File: config.mk
export PLATFORM = sky130hd
export DESIGN_NAME = tppl_latch
export DESIGN_NICKNAME = d
export VERILOG_FILES = /design/src/inc/tppl_pkg.sv /design/src/verilog/tppl_latch.sv /design/src/verilog/tppl_pin_filter.sv
export SDC_FILE = /design/constraint.sdc
export NUM_CORES = 1
export LEC_CHECK = 0
export BUFFER_PORTS_ARGS = -buffer_cell sky130_fd_sc_hd__buf_4
export CAP_MARGIN = 20
export CORE_MARGIN = 10
export CORE_UTILIZATION = 57
export DETAILED_ROUTE_END_ITERATION = 6
export GPL_TIMING_DRIVEN = 0
export PLACE_DENSITY_LB_ADDON = 0.15
export REMOVE_ABC_BUFFERS = 1
export SKIP_LAST_GASP = 1
export SYNTH_ARGS = -nofsm -noshare
export SYNTH_HDL_FRONTEND = slang
export SYNTH_SLANG_ARGS = --single-unit
File: constraint.sdc
create_clock -name clk -period 7.9 [get_ports clk]
set_clock_uncertainty 0.2 [all_clocks]
set_input_delay 1.185 -clock clk [delete_from_list [all_inputs] [get_ports clk]]
set_output_delay 1.185 -clock clk [all_outputs]
set_load 0.1 [all_outputs]
File: src/inc/tppl_pkg.sv
// Package of constants for the touch probe position latch
package tppl_pkg;

	// ------------------------------------------------------------
	// Object indices of the control word and the readable results
	// ------------------------------------------------------------
	localparam logic [15:0] TPPL_IDX_FUNCTION  = 16'h60B8; // Probe control word
	localparam logic [15:0] TPPL_IDX_STATUS    = 16'h60B9; // Probe status word
	localparam logic [15:0] TPPL_IDX_ONE_RISE  = 16'h60BA; // Probe one rising capture
	localparam logic [15:0] TPPL_IDX_ONE_FALL  = 16'h60BB; // Probe one falling capture
	localparam logic [15:0] TPPL_IDX_TWO_RISE  = 16'h60BC; // Probe two rising capture
	localparam logic [15:0] TPPL_IDX_TWO_FALL  = 16'h60BD; // Probe two falling capture

	// ------------------------------------------------------------
	// Field layout, per probe, relative to the probe's byte
	// ------------------------------------------------------------
	localparam int TPPL_PROBE_STRIDE = 8; // Probe two sits 8 bits higher
	localparam int TPPL_CTL_ENABLE   = 0; // Control: enable
	localparam int TPPL_CTL_MODE     = 1; // Control: 0 single, 1 continuous
	localparam int TPPL_CTL_SOURCE   = 2; // Control: 0 pin, 1 zero pulse
	localparam int TPPL_CTL_RISE_EN  = 4; // Control: rising edge sampling
	localparam int TPPL_CTL_FALL_EN  = 5; // Control: falling edge sampling
	localparam int TPPL_STS_ENABLED  = 0; // Status: enabled
	localparam int TPPL_STS_RISE_HLD = 1; // Status: rising capture held
	localparam int TPPL_STS_FALL_HLD = 2; // Status: falling capture held
	localparam int TPPL_STS_COUNT_LO = 6; // Status: execution count, low bit

	// ------------------------------------------------------------
	// Terminal configuration values and defaults
	// ------------------------------------------------------------
	localparam logic [3:0] TPPL_SEL_PROBE_ONE = 4'h8; // Route terminal to probe one
	localparam logic [3:0] TPPL_SEL_PROBE_TWO = 4'h9; // Route terminal to probe two
	localparam logic [3:0] TPPL_SEL_A_DEFAULT = 4'h8; // Terminal a default routing
	localparam logic [3:0] TPPL_SEL_B_DEFAULT = 4'h9; // Terminal b default routing
	localparam logic       TPPL_INV_DEFAULT   = 1'b0; // Default: active low
	localparam logic [7:0] TPPL_FILT_DEFAULT  = 8'h14; // Default filter time, 20 units
	localparam logic [7:0] TPPL_FILT_MAX      = 8'hC8; // Largest filter time, 200 units
	localparam logic       TPPL_PIN_IDLE      = 1'b1; // Pin level assumed at reset

	// ------------------------------------------------------------
	// Timing
	// ------------------------------------------------------------
	localparam int TPPL_FILT_UNIT_NS = 10; // One filter time unit, ns
	localparam int TPPL_CLK_PERIOD_NS = 4; // Clock period, ns
	localparam int TPPL_FILT_CNT_W   = 9;  // Width of filter cycle counts
	localparam logic [TPPL_FILT_CNT_W-1:0] TPPL_FILT_CYC_MAX = TPPL_FILT_CNT_W'(
		(200 * TPPL_FILT_UNIT_NS + TPPL_CLK_PERIOD_NS - 1) / TPPL_CLK_PERIOD_NS);

endpackage : tppl_pkg

File: src/verilog/tppl_latch.sv
// Dual touch probe position latch with status and captured positions
module tppl_latch
	import tppl_pkg::*;
#(
	parameter int POS_W   = 32, // Width of the feedback position
	parameter int CTL_W   = 16, // Width of control and status words
	parameter int PROBES  = 2   // Number of probe channels
)
(
	// Clock and reset
	input  wire logic                    clk,
	input  wire logic                    rst,
	// Assignable input terminals, from pins
	input  wire logic                    assignable_terminal_a,
	input  wire logic                    assignable_terminal_b,
	// Encoder zero pulse and feedback position, same clock domain
	input  wire logic                    encoder_zero_pulse,
	input  wire logic signed [POS_W-1:0] feedback_position,
	// Probe control word, written by the fieldbus master
	input  wire logic [CTL_W-1:0]        probe_function_word,
	// Boot-time configuration, caught once after reset release
	input  wire logic [3:0]              terminal_a_signal_select,
	input  wire logic [3:0]              terminal_b_signal_select,
	input  wire logic                    terminal_a_invert,
	input  wire logic                    terminal_b_invert,
	input  wire logic [7:0]              probe_filter_time,
	// Results read by the fieldbus master
	output logic [CTL_W-1:0]             probe_status_word,
	output logic signed [POS_W-1:0]      probe_one_rise_position,
	output logic signed [POS_W-1:0]      probe_one_fall_position,
	output logic signed [POS_W-1:0]      probe_two_rise_position,
	output logic signed [POS_W-1:0]      probe_two_fall_position
);

	// ------------------------------------------------------------
	// Functions
	// ------------------------------------------------------------

	// Control field of one probe from the control word
	function automatic logic ctl_bit(input logic [CTL_W-1:0] word, input int probe,
		input int field);
		ctl_bit = word[probe * TPPL_PROBE_STRIDE + field];
	endfunction : ctl_bit

	// Filter time units to clock cycles, rounded up
	function automatic logic [TPPL_FILT_CNT_W-1:0] filt_to_cycles(input logic [7:0] units);
		logic [7:0] lim;
		lim = (units > TPPL_FILT_MAX) ? TPPL_FILT_MAX : units;
		filt_to_cycles = TPPL_FILT_CNT_W'((32'(lim) * TPPL_FILT_UNIT_NS
			+ TPPL_CLK_PERIOD_NS - 1) / TPPL_CLK_PERIOD_NS);
	endfunction : filt_to_cycles

	// ------------------------------------------------------------
	// Boot-time configuration
	// ------------------------------------------------------------
	logic                       cfg_load_ff;   // Load pending after reset
	logic                       cfg_fresh_ff;  // New settings first visible
	logic [3:0]                 sel_a_ff;      // Terminal a routing
	logic [3:0]                 sel_b_ff;      // Terminal b routing
	logic                       inv_a_ff;      // Terminal a inversion
	logic                       inv_b_ff;      // Terminal b inversion
	logic [TPPL_FILT_CNT_W-1:0] filt_cyc_ff;   // Filter length in cycles

	// Pending flag: armed by reset, cleared once the settings are taken
	always_ff @(posedge clk)
	begin
		if (rst)
			cfg_load_ff <= 1'b1;
		else
			cfg_load_ff <= 1'b0;
	end

	// Marks the cycle in which new routing first reaches the probe inputs
	always_ff @(posedge clk)
	begin
		if (rst)
			cfg_fresh_ff <= 1'b0;
		else
			cfg_fresh_ff <= cfg_load_ff;
	end

	// Settings load defaults in reset, then change only on the first cycle after a restart
	always_ff @(posedge clk)
	begin
		if (rst)
		begin
			// Defaults stand until the first load
			sel_a_ff    <= TPPL_SEL_A_DEFAULT;
			sel_b_ff    <= TPPL_SEL_B_DEFAULT;
			inv_a_ff    <= TPPL_INV_DEFAULT;
			inv_b_ff    <= TPPL_INV_DEFAULT;
			filt_cyc_ff <= filt_to_cycles(TPPL_FILT_DEFAULT);
		end
		else if (cfg_load_ff)
		begin
			// Take the boot settings once
			sel_a_ff    <= terminal_a_signal_select;
			sel_b_ff    <= terminal_b_signal_select;
			inv_a_ff    <= terminal_a_invert;
			inv_b_ff    <= terminal_b_invert;
			filt_cyc_ff <= filt_to_cycles(probe_filter_time);
		end
	end

	// ------------------------------------------------------------
	// Terminal filtering and routing
	// ------------------------------------------------------------
	logic       filt_a;          // Filtered terminal a level
	logic       filt_b;          // Filtered terminal b level
	logic       active_a;        // Terminal a active, after inversion
	logic       active_b;        // Terminal b active, after inversion
	logic [1:0] probe_pin;       // Active level of each probe input

	// Terminal a glitch filter
	tppl_pin_filter #(
		.CNT_W       (TPPL_FILT_CNT_W)
	) u_filter_a (
		.clk         (clk),
		.rst         (rst),
		.pin_raw     (assignable_terminal_a),
		.filt_cycles (filt_cyc_ff),
		.filt_level  (filt_a)
	);

	// Terminal b glitch filter
	tppl_pin_filter #(
		.CNT_W       (TPPL_FILT_CNT_W)
	) u_filter_b (
		.clk         (clk),
		.rst         (rst),
		.pin_raw     (assignable_terminal_b),
		.filt_cycles (filt_cyc_ff),
		.filt_level  (filt_b)
	);

	// Invert 0: low level is active; invert 1: high level is active
	assign active_a = inv_a_ff ? filt_a : ~filt_a;
	assign active_b = inv_b_ff ? filt_b : ~filt_b;

	// Each probe input takes any terminal routed to it
	always_comb
	begin
		probe_pin[0] = (active_a && sel_a_ff == TPPL_SEL_PROBE_ONE)
			|| (active_b && sel_b_ff == TPPL_SEL_PROBE_ONE);
		probe_pin[1] = (active_a && sel_a_ff == TPPL_SEL_PROBE_TWO)
			|| (active_b && sel_b_ff == TPPL_SEL_PROBE_TWO);
	end

	// ------------------------------------------------------------
	// Zero pulse history, shared by both probes
	// ------------------------------------------------------------
	logic zero_prev_ff;   // Zero pulse one cycle ago

	// Keep last zero pulse level for edge detection
	always_ff @(posedge clk)
	begin
		if (rst)
			zero_prev_ff <= 1'b0;
		else
			zero_prev_ff <= encoder_zero_pulse;
	end

	// ------------------------------------------------------------
	// Probe channels
	// ------------------------------------------------------------
	logic [PROBES-1:0]             enabled;       // Enable bit per probe
	logic [PROBES-1:0]             rise_hold_ff;  // Rising capture held
	logic [PROBES-1:0]             fall_hold_ff;  // Falling capture held
	logic [1:0]                    exec_cnt_ff [PROBES];  // Execution counts
	logic signed [POS_W-1:0]       rise_pos_ff [PROBES];  // Rising captures
	logic signed [POS_W-1:0]       fall_pos_ff [PROBES];  // Falling captures

	genvar gp;
	generate
		for (gp = 0; gp < PROBES; gp++)
		begin : g_probe
			logic en;           // Probe enabled
			logic cont;         // Continuous mode
			logic src_zero;     // Zero pulse is the trigger
			logic rise_en;      // Rising edge sampling on
			logic fall_en;      // Falling edge sampling on
			logic trig;         // Selected trigger level now
			logic trig_prev;    // Trigger level one cycle ago
			logic pin_prev_ff;  // Pin level one cycle ago
			logic en_prev_ff;   // Enable one cycle ago
			logic rise_evt;     // Qualifying rising edge
			logic fall_evt;     // Qualifying falling edge
			logic rise_take;    // Rising capture happens now
			logic fall_take;    // Falling capture happens now

			// Decode this probe's control fields
			assign en       = ctl_bit(probe_function_word, gp, TPPL_CTL_ENABLE);
			assign cont     = ctl_bit(probe_function_word, gp, TPPL_CTL_MODE);
			assign src_zero = ctl_bit(probe_function_word, gp, TPPL_CTL_SOURCE);
			assign rise_en  = ctl_bit(probe_function_word, gp, TPPL_CTL_RISE_EN);
			assign fall_en  = ctl_bit(probe_function_word, gp, TPPL_CTL_FALL_EN);
			assign enabled[gp] = en;

			// Trigger source: filtered pin or encoder zero pulse
			always_comb
			begin
				if (src_zero)
				begin
					trig = encoder_zero_pulse;
				end
				else
				begin
					trig = probe_pin[gp];
				end
			end

			// History of pin level and enable for edge detection
			always_ff @(posedge clk)
			begin
				if (rst)
				begin
					pin_prev_ff <= 1'b0;
					en_prev_ff  <= 1'b0;
				end
				else
				begin
					pin_prev_ff <= probe_pin[gp];
					en_prev_ff  <= en;
				end
			end

			// Previous level of whichever source is selected
			// Pin history still shows the old routing right after a restart:
			// treat that cycle as level, so a new inversion is not an edge
			assign trig_prev = src_zero ? zero_prev_ff
				: (cfg_fresh_ff ? probe_pin[gp] : pin_prev_ff);

			// Edges count only while enabled and sampling is on
			assign rise_evt = en && rise_en && trig && !trig_prev;
			assign fall_evt = en && fall_en && !trig && trig_prev;

			// Single mode takes only the first event of each edge
			assign rise_take = rise_evt && (cont || !rise_hold_ff[gp]);
			assign fall_take = fall_evt && (cont || !fall_hold_ff[gp]);

			// Stored flags: cleared while disabled or on re-enable
			always_ff @(posedge clk)
			begin
				if (rst)
				begin
					rise_hold_ff[gp] <= 1'b0;
					fall_hold_ff[gp] <= 1'b0;
				end
				else if (!en || !en_prev_ff)
				begin
					// Disabled, or first enabled cycle: start clean
					rise_hold_ff[gp] <= 1'b0;
					fall_hold_ff[gp] <= 1'b0;
				end
				else
				begin
					// Set together with the captured position
					if (rise_take)
						rise_hold_ff[gp] <= 1'b1;
					if (fall_take)
						fall_hold_ff[gp] <= 1'b1;
				end
			end

			// Execution counter, continuous mode only, wraps 3 to 0
			always_ff @(posedge clk)
			begin
				if (rst)
					exec_cnt_ff[gp] <= 2'h0;
				else if (!en || !en_prev_ff)
					exec_cnt_ff[gp] <= 2'h0;
				else if (cont && (rise_take || fall_take))
					exec_cnt_ff[gp] <= exec_cnt_ff[gp] + 2'h1;
			end

			// Copy the feedback position on a taken edge
			always_ff @(posedge clk)
			begin
				if (rst)
				begin
					rise_pos_ff[gp] <= '0;
					fall_pos_ff[gp] <= '0;
				end
				else
				begin
					if (rise_take && en_prev_ff)
						rise_pos_ff[gp] <= feedback_position;
					if (fall_take && en_prev_ff)
						fall_pos_ff[gp] <= feedback_position;
				end
			end
		end
	endgenerate

	// ------------------------------------------------------------
	// Status word and position outputs
	// ------------------------------------------------------------
	logic [CTL_W-1:0] status_ff;   // Registered status word

	// Assemble the status word; reserved bits read zero
	always_ff @(posedge clk)
	begin
		if (rst)
			status_ff <= '0;
		else
		begin
			status_ff <= '0;
			status_ff[TPPL_STS_ENABLED]  <= enabled[0];
			status_ff[TPPL_STS_RISE_HLD] <= rise_hold_ff[0];
			status_ff[TPPL_STS_FALL_HLD] <= fall_hold_ff[0];
			status_ff[TPPL_STS_COUNT_LO +: 2] <= exec_cnt_ff[0];
			status_ff[TPPL_PROBE_STRIDE + TPPL_STS_ENABLED]  <= enabled[1];
			status_ff[TPPL_PROBE_STRIDE + TPPL_STS_RISE_HLD] <= rise_hold_ff[1];
			status_ff[TPPL_PROBE_STRIDE + TPPL_STS_FALL_HLD] <= fall_hold_ff[1];
			status_ff[TPPL_PROBE_STRIDE + TPPL_STS_COUNT_LO +: 2] <= exec_cnt_ff[1];
		end
	end

	assign probe_status_word       = status_ff;
	assign probe_one_rise_position = rise_pos_ff[0];
	assign probe_one_fall_position = fall_pos_ff[0];
	assign probe_two_rise_position = rise_pos_ff[1];
	assign probe_two_fall_position = fall_pos_ff[1];

endmodule : tppl_latch

File: src/verilog/tppl_pin_filter.sv
// Synchroniser and glitch filter for one probe input terminal
module tppl_pin_filter
	import tppl_pkg::*;
#(
	parameter int CNT_W = TPPL_FILT_CNT_W
)
(
	// Clock and reset
	input  wire logic             clk,
	input  wire logic             rst,
	// Raw pin and filter length
	input  wire logic             pin_raw,
	input  wire logic [CNT_W-1:0] filt_cycles,
	// Filtered level
	output logic                  filt_level
);

	// ------------------------------------------------------------
	// Synchroniser
	// ------------------------------------------------------------
	logic             sync1_ff;   // First stage, read only by stage two
	logic             sync2_ff;   // Second stage
	logic             sync3_ff;   // Third stage
	logic [CNT_W-1:0] stable_ff;  // Cycles the new level has stood
	logic             level_ff;   // Accepted filtered level

	// Three flops; a level counts once stages two and three agree
	always_ff @(posedge clk)
	begin
		if (rst)
		begin
			sync1_ff <= TPPL_PIN_IDLE;
			sync2_ff <= TPPL_PIN_IDLE;
			sync3_ff <= TPPL_PIN_IDLE;
		end
		else
		begin
			sync1_ff <= pin_raw;
			sync2_ff <= sync1_ff;
			sync3_ff <= sync2_ff;
		end
	end

	// ------------------------------------------------------------
	// Filter: accept a new level after it stood filt_cycles cycles
	// ------------------------------------------------------------
	always_ff @(posedge clk)
	begin
		if (rst)
		begin
			stable_ff <= '0;
			level_ff  <= TPPL_PIN_IDLE;
		end
		else if (sync2_ff != sync3_ff || sync3_ff == level_ff)
		begin
			// Still moving or unchanged: restart the count
			stable_ff <= '0;
		end
		else if (stable_ff >= filt_cycles)
		begin
			// Stood long enough: take it
			level_ff  <= sync3_ff;
			stable_ff <= '0;
		end
		else
		begin
			stable_ff <= stable_ff + 1'b1;
		end
	end

	assign filt_level = level_ff;

endmodule : tppl_pin_filter

# After elaboration in Yosys (flattened, before gate mapping)
# Memory sizes are Yosys's and may differ from the RTL's.
# Index checks and enable logic that the tools add are counted.
dict set report op_classes {
  addsub 6
  order_cmp 3
  n_mux 45
  n_reduce_logical 56
  n_eq_ne 8
  mul 1
  bitwise 12
}
# op count
set op_table {}
lappend op_table {{32-bit 2-to-1 mux} 4}
lappend op_table {{1-bit 2-to-1 mux} 36}
lappend op_table {{1-bit logical AND} 26}
lappend op_table {{9-bit by 1-bit adder with 9-bit output, second input constant} 2}
lappend op_table {{9-bit greater-or-equal comparator} 2}
lappend op_table {{4-bit equality test, second input constant} 4}
lappend op_table {{1-bit logical NOT} 12}
lappend op_table {{1-bit logical OR} 12}
lappend op_table {{11-bit by 3-bit adder with 11-bit output, second input constant} 1}
lappend op_table {{11-bit by 1-bit subtractor with 11-bit output, second input constant} 1}
lappend op_table {{8-bit by 3-bit multiplier with 10-bit output, second input constant} 1}
lappend op_table {{8-bit greater-than comparator, second input constant} 1}
lappend op_table {{2-bit 2-to-1 mux} 4}
lappend op_table {{8-bit 2-to-1 mux} 1}
lappend op_table {{1-bit OR} 8}
lappend op_table {{3-bit OR reduction} 2}
lappend op_table {{2-bit by 1-bit adder with 2-bit output, second input constant} 2}
lappend op_table {{1-bit NOT} 4}
lappend op_table {{2-bit AND reduction} 2}
lappend op_table {{2-bit OR reduction} 2}
lappend op_table {{1-bit equality test} 2}
lappend op_table {{1-bit != test} 2}
dict set report word_totals {
  ramBits 132
  n_memories 3
  register_bits 72
  in_bits 71
  output_inout_bits 144
  wordCells 162
}
# name depth word_bits read_ports rd_ports_with_merged_regs wr line_no
set memory_table {}
lappend memory_table {fall_pos_ff 2 32 2 0 2 tppl_latch.sv:171} ;# logic signed [POS_W-1:0] fall_pos_ff [PROBES];
lappend memory_table {rise_pos_ff 2 32 2 0 2 tppl_latch.sv:170} ;# logic signed [POS_W-1:0] rise_pos_ff [PROBES];
lappend memory_table {exec_cnt_ff 2 2 2 0 2 tppl_latch.sv:169} ;# logic [1:0] exec_cnt_ff [PROBES];

# Depth between registers and ports, before layout
# Gate-level depths: netlist (run 1).
dict set report logic_depth {
  depth_word 16
  mapped_depth 12
  depth_no_buf 11
}

# Hierarchy
# Synthesis (run 1) repeated with hierarchy kept, for this count alone.
dict set report unflattened {
  hier_cells 716
  area_unflattened_um2 8206.6
}
# module area_per_inst_um2 seq_area_each_um2 cells_each instances
set modules_own_cells {}
lappend modules_own_cells {tppl_latch 6735.2 4724.5 550 1}
lappend modules_own_cells {tppl_pin_filter 735.7 260.2 83 2}

# Worst setup path before layout (run 1)
# OpenSTA, ideal clock, no wires.
dict set report synth_path {
  path_type {input to register}
  from {input port probe_filter_time[1]}
  to {register filt_cyc_ff[7]}
  required_ps 7614
  slack_ps 3699
  path_stages 12
  n_path_buf 1
  t_arrival_ps 3915
  setup_time_ps 86
  cell_sequence {buf_2 -> o31a_1 -> o311ai_1 -> nand2_1 -> ha_1 -> fa_1 -> inv_1 -> nor4b_4 -> and3_4 -> nand2_1 -> xor2_1 -> a211oi_1}
}
dict set report synth_between {
  elab_chain_len 5
}
# element line_no
set synth_lines {}
lappend synth_lines {{from (decl)} tppl_latch.sv:26} ;# input wire logic [7:0] probe_filter_time,
lappend synth_lines {{8-bit greater-than comparator} tppl_latch.sv:48} ;# lim = (units > TPPL_FILT_MAX) ? TPPL_FILT_MAX : units;
lappend synth_lines {{8-bit 2-to-1 mux *} tppl_latch.sv:48}
lappend synth_lines {{8-bit by 3-bit multiplier with 10-bit output *} tppl_latch.sv:49} ;# filt_to_cycles = TPPL_FILT_CNT_W'((32'(lim) * TPPL_FILT_UNIT_NS
lappend synth_lines {{11-bit by 3-bit adder with 11-bit output *} tppl_latch.sv:50} ;# + TPPL_CLK_PERIOD_NS - 1) / TPPL_CLK_PERIOD_NS);
lappend synth_lines {{11-bit by 1-bit subtractor with 11-bit output *} tppl_latch.sv:50}
lappend synth_lines {{to (signal assigned)} tppl_latch.sv:92} ;# filt_cyc_ff <= filt_to_cycles(TPPL_FILT_DEFAULT);
lappend synth_lines {{to (signal assigned)} tppl_latch.sv:101} ;# filt_cyc_ff <= filt_to_cycles(probe_filter_time);
lappend synth_lines {{to (decl)} tppl_latch.sv:62} ;# logic [TPPL_FILT_CNT_W-1:0] filt_cyc_ff;
# Mark *: on every way between the ends. The rest lies on a longest branch, timed or not.
# A chain may end at the register's enable or synchronous reset.

# Worst setup path after layout (run 1)
dict set report layout_path {
  from {input port probe_filter_time[0]}
  to {register filt_cyc_ff[7]}
}
# Same word-level chain as after synthesis.

==> impl_metrics.tcl, run 1 <==
set metrics [dict create \
    outcome "finished clean" \
    synth_cells 700 \
    netlist_top_cells_area "edfxtp_1 49%, dfxtp_1 16%, nor2_1 8.6%" \
    grt_max_degree 43 \
    num_vias 5891 \
    grt_pass1_wl_mm 32.4 \
    cp_num_buf_inv 2 \
    avgSynthCellArea_sq_um 11.6 \
    rsz0062_at_grt "no" \
    slowest_stage "o311ai_1" \
    track_usage_pct 20.9 \
    syn2layout_area_growth_pct 27.0 \
    critPathMaxFanout 6 \
    final_common_cell "buf_4" \
    port_buffers 202 \
    critPathArrivalTime_ns 4.22 \
    core_sq_um 13900 \
    die-area_sq_um 19400 \
    io_pins 215 \
    initial_core_util_pct 58.2 \
    syn_area_sq_um 8110 \
    maxSlewViolCount 0 \
    dp_cells 1050 \
    cts_tree "built" \
    layout_worst_path_cycle_share_pct 51.5 \
    yosysWarnings 0 \
    synth_top_area_cell "edfxtp_1" \
    antenna_found_initial 0 \
    instances_no_fill 1083 \
    cts_buffer_depth 2 \
    cts_sinks 196 \
    synth-seq-cells 196 \
    fill_cells 915 \
    routed_via_density 5.44 \
    power.density_nw_per_um2 231 \
    clk_pin_slew_worst_paths_ns 0.06 \
    cts_resized 0 \
    end_kind "flip-flop" \
    num_antenna_cells 0 \
    p_leak_nw 4.23 \
    synthFlopType "edfxtp_1" \
    wl_per_cell_um 19.1 \
    start_kind "input port" \
    crit_family "compound AO/OA/AOI/OAI gates" \
    drc_errors 0 \
    setup_viol 0 \
    gp_congestion 0.813 \
    final_nets 991 \
    synth-edff-count 132 \
    clock_latency_ns 0.44 \
    drive_gt1_share_pct 28.0 \
    fin_util_pct 73.9 \
    yosysSeqAreaShare_pct 64.7 \
    crit_top_cell "nand2_1" \
    holdWs_ns 0.210 \
    fp.dieH_um 139 \
    holdCritPathClass "flip-flop to flip-flop" \
    tns_ns 0 \
    yosysUniqueCellTypes 59 \
    slowest_delay_ns 0.57 \
    final_cell_area_sq_um 10300 \
    maxCapViolations 0 \
    first_pass_iters 5 \
    worst_pin_slew_ns 0.912 \
    cts_setup_buffers 0 \
    relSlewSlack_pct 39.0 \
    period_minus_slack_ns 4.07 \
    cts_max_level 4 \
    rows 43 \
    final_cell_mix "202 x buf_4, 185 x nor2_1, 132 x edfxtp_1" \
    dp_hpwl_mm 14.6 \
    grt_pass1_vias 5875 \
    post_dp_cell_area_sq_um 9720 \
    cts_buffers 17 \
    peakVddDrop_mv 0.149 \
    die_w_um 139 \
    path_cells "buf_4 -> o31a_1 -> o311ai_1 -> nand2_1 -> ha_1 -> fa_1 -> inv_1 -> nor4b_4 -> and3_4 -> nand2_1 -> xor2_1 -> a211oi_1" \
    synth_top_cell_area_share_pct 48.9 \
    cp_data_required_time_ns 8.05 \
    cts-root-buf "clkbuf_16" \
    grt_overflow_total 0 \
    hold_viol_final 0 \
    ctsHoldBuffers 0 \
    drt_first_iter_violations 536 \
    final_antenna_net_count 0 \
    worstSetupPathType "input port to flip-flop" \
    max_freq_mhz 246 \
    synthArstFlopShare_pct 0 \
    drt-total-wl_mm 20.7 \
]
[through the flow]
stage | total power (W) | setup slack, ns
after CTS | 0.00239 | 3.84
after global placement | 0.00157 | 2.47
final | 0.00238 | 3.83
after floorplan | 0.00147 | 3.83
after global routing | 0.00246 | 3.53
after detailed placement | 0.00157 | 3.37
[cell usage after synthesis (9+ instances only)]
cell type and number:
nor2_1 185, xor2_1 14, inv_1 19, ha_1 29, xnor2_1 16, nand2_1 57
dfxtp_1 64, mux2i_1 9, edfxtp_1 132, nand3_1 19, nor2b_1 15, clkbuf_1 19
[registers in the layout, indices dropped and copies added (netlist names), 2 cells and up]
name                  flops
exec_cnt_ff               4
fall_hold_ff              2
fall_pos_ff              64
filt_cyc_ff               9
g_probe.pin_prev_ff       2
probe_status_word        10
rise_hold_ff              2
rise_pos_ff              64
sel_a_ff                  4
sel_b_ff                  4
u_filter_a.stable_ff      9
u_filter_b.stable_ff      9
[report_power, final]
| part | internal [W] | switching, W |
|---|---|---|
| sequential | 0.00113 | 0.0000190 |
| clock | 0.000465 | 0.000367 |
| combinational | 0.0000954 | 0.000307 |
| total | 0.00169 | 0.000694 |
[worst paths after layout]
check / startpoint / to / slack [ns] / cells past startpoint
worst min-delay path: u_filter_a.sync1_ff / u_filter_a.sync2_ff / 0.21 / 1
worst max-delay path: probe_filter_time[0] / filt_cyc_ff[7] / 3.83 / 12
worst max register to register: u_filter_b.filt_level / rise_pos_ff[0][2] / 4.16 / 6
worst min register to register: u_filter_a.sync1_ff / u_filter_a.sync2_ff / 0.21 / 1
[routing by layer]
metal	routed length, um	up-vias	GRT usage [%]
li1	-	2780	-
met1	8210	2806	25.2
met2	10400	271	35.9
met3	1700	34	5.41
met4	359	0	6.48
met5	0	-	0
[layout make-up]
| class | instances | area (sq um) | area share [%] |
|---|---|---|---|
| inverter | 20 | 76.3 | 0.741 |
| timing repair buffer | 203 | 1530 | 14.9 |
| clock inverter | 13 | 134 | 1.30 |
| tap | 180 | 225 | 2.19 |
| multi-input combinational | 452 | 2650 | 25.8 |
| clock buffer | 19 | 433 | 4.20 |
| sequential | 196 | 5250 | 50.9 |
[cells by family after synthesis]
kind of cell	share of synthesized area, %
XOR/XNOR	3.24
multiplexers	1.11
other	0.0462
adder cells (fa/ha/maj)	4.72
AND/OR/NAND/NOR	16.9
flip-flops	64.7
AO/OA/AOI/OAI	6.09
buffers and inverters	3.22
Power figures use the tool's default switching activity.
==> run 2: changes to the inputs <==
- CORE_UTILIZATION: 57 -> 53
- clock period: 7.9 -> 3.8 ns (I/O delays scaled with it)
==> run 2 against run 1 <==
Register-to-register slack worse by 3.8 ns. Utilization decreased by 5.0 points. Sequential share of layout area is 0.47 points lower. Worst setup slack lost 3.5 ns. Sequential power grew 110%. Clock-buffer cell count fell by 2. Cell count rose by 0.74%. Largest cell class unchanged. Cell area up 0.94%.
==> impl_metrics.tcl, run 2 (synthesis gave the netlist of run 1 again) <==
set metrics [dict create \
    layout_worst_path_cycle_share_pct 92.0 \
    gp_congestion 0.817 \
    p_leak_nw 4.27 \
    cts_buffers 17 \
    clock_latency_ns 0.43 \
    drive_gt1_share_pct 28.6 \
    initial_core_util_pct 53.8 \
    routed_via_density 5.37 \
    cts_sinks 196 \
    rows 45 \
    worst_pin_slew_ns 0.894 \
    worst_r2r_path_depth 6 \
    start_kind "input port" \
    critPathArrivalTime_ns 3.64 \
    grt_overflow_total 0 \
    hold_viol_final 0 \
    hold-path-cell-count 2 \
    rsz0062_at_grt "no" \
    final_nets 991 \
    core_sq_um 15100 \
    drc_errors 0 \
    dp_hpwl_mm 14.6 \
    cts_buffer_depth 2 \
    die_w_um 144 \
    holdWs_ns 0.119 \
    maxCapViolations 0 \
    num_antenna_cells 0 \
    drt_first_iter_violations 445 \
    critPathMaxFanout 6 \
    cts_max_level 4 \
    worst-path-stages 12 \
    dp_cells 1058 \
    maxSlewViolCount 0 \
    outcome "finished clean" \
    power.density_nw_per_um2 495 \
    peakVddDrop_mv 0.324 \
    slowest_stage "o311ai_1" \
    max_freq_mhz 286 \
    hp-start "assignable_terminal_b" \
    final_common_cell "buf_4" \
    final_cell_mix "202 x buf_4, 185 x nor2_1, 132 x edfxtp_1" \
    crit_top_cell "nand2_1" \
    fill_cells 1094 \
    min_to "u_filter_b.sync1_ff" \
    cts_tree "built" \
    clk_pin_slew_worst_paths_ns 0.07 \
    num_vias 5859 \
    wl_per_cell_um 18.8 \
    grt_pass1_wl_mm 31.4 \
    setup_viol 0 \
    cts-root-buf "clkbuf_16" \
    slowest_delay_ns 0.62 \
    syn2layout_area_growth_pct 28.2 \
    cp_data_required_time_ns 3.94 \
    power.total_w 0.00514 \
    reg2reg_slack_ns 0.32 \
    ctsHoldBuffers 0 \
    antenna_found_initial 0 \
    path_cells "buf_4 -> o31a_1 -> o311ai_1 -> nand2_1 -> ha_1 -> fa_1 -> inv_1 -> nor4b_4 -> and3_4 -> nand2_1 -> xor2_1 -> a211oi_1" \
    drt-total-wl_mm 20.5 \
    holdCritPathClass "input port to flip-flop" \
    die-area_sq_um 20700 \
    first_pass_iters 7 \
    crit_family "compound AO/OA/AOI/OAI gates" \
    grt_pass1_vias 5874 \
    instances_no_fill 1091 \
    track_usage_pct 19.6 \
    port_buffers 202 \
    io_pins 215 \
    worstSetupPathType "input port to flip-flop" \
    fp.dieH_um 144 \
    end_kind "flip-flop" \
    r2r_start "u_filter_b.filt_level" \
    grt_max_degree 43 \
    period_minus_slack_ns 3.50 \
    cp_num_buf_inv 2 \
    final_antenna_net_count 0 \
    relSlewSlack_pct 40.2 \
    rr_endpoint "rise_pos_ff[1][17]" \
]
==> run 2: cell count changes in the layout (fill, tap and decap cells not counted), sizes merged <==
cell	change
bufinv	+2
clkbuf	-2
clkinv	-3
inv	+3
==> run 2: power by group <==
| group | internal (W) | switching, W |
|---|---|---|
| logic | 0.000198 | 0.000638 |
| clock network | 0.00112 | 0.000800 |
| registers | 0.00235 | 0.0000401 |
| total | 0.00366 | 0.00148 |
==> run 2: final cells by class <==
class | count | area, sq um | area share (%)
Clock buffer | 17 | 425 | 4.09
Clock inverter | 15 | 218 | 2.09
Inverter | 20 | 76.3 | 0.734
Multi-Input combinational cell | 452 | 2660 | 25.6
Sequential cell | 196 | 5250 | 50.5
Tap cell | 188 | 235 | 2.26
Timing Repair Buffer | 203 | 1530 | 14.7
==> run 2: through the flow <==
step                worst slack (ns)  cell area (sq um)  util [%]  TNS, ns
floorplan                      0.341               7940         -        0
global placement               -1.04               9700      64.3  -115.05
detailed placement            -0.139               9730      64.5   -0.275
CTS                           0.0295              10400      68.7        0
global route                  0.0488              10400      68.9        0
finish                         0.304              10400      68.9        0
==> run 2: what timing repair did <==
action | CTS | global route
resized for setup | 0 | 2
setup buffers | 0 | 0
endpoints found under the hold margin | 0 | 0
setup endpoints to repair | 0 | 64
==> run 2: layer usage <==
layer / vias up / track usage [%] / part of all wire (%)
met3: 25 / 6.20 / 9.7
met4: 0 / 5.59 / 1.4
met2: 267 / 33.8 / 50
met1: 2790 / 23.0 / 39
li1: 2777 / - / -
met5: - / 0 / 0
==> run 2: how the worst max path moves through the flow <==
stage / from / end / slack (ns)
2_1_floorplan: probe_status_word[0] / fall_pos_ff[0][0] / 0.34
3_3_place_gp: u_filter_b.filt_level / rise_pos_ff[0][0] / -1.04
3_5_place_dp: probe_filter_time[0] / filt_cyc_ff[7] / -0.14
4_1_cts: u_filter_b.filt_level / rise_pos_ff[0][0] / 0.03
5_1_grt: u_filter_b.filt_level / rise_pos_ff[1][5] / 0.05
6_report: probe_filter_time[0] / filt_cyc_ff[7] / 0.30
==> run 2: worst register-to-register path, delay by kind of cell (launching register included) <==
| kind | cells | cell delay (ns) |
|---|---|---|
| xor gates and xnor gates | 1 | 0.15 |
| AOI/OAI and AO/OA | 2 | 0.58 |
| DFF | 1 | 0.40 |
| and+or+nand+nor | 3 | 1.78 |
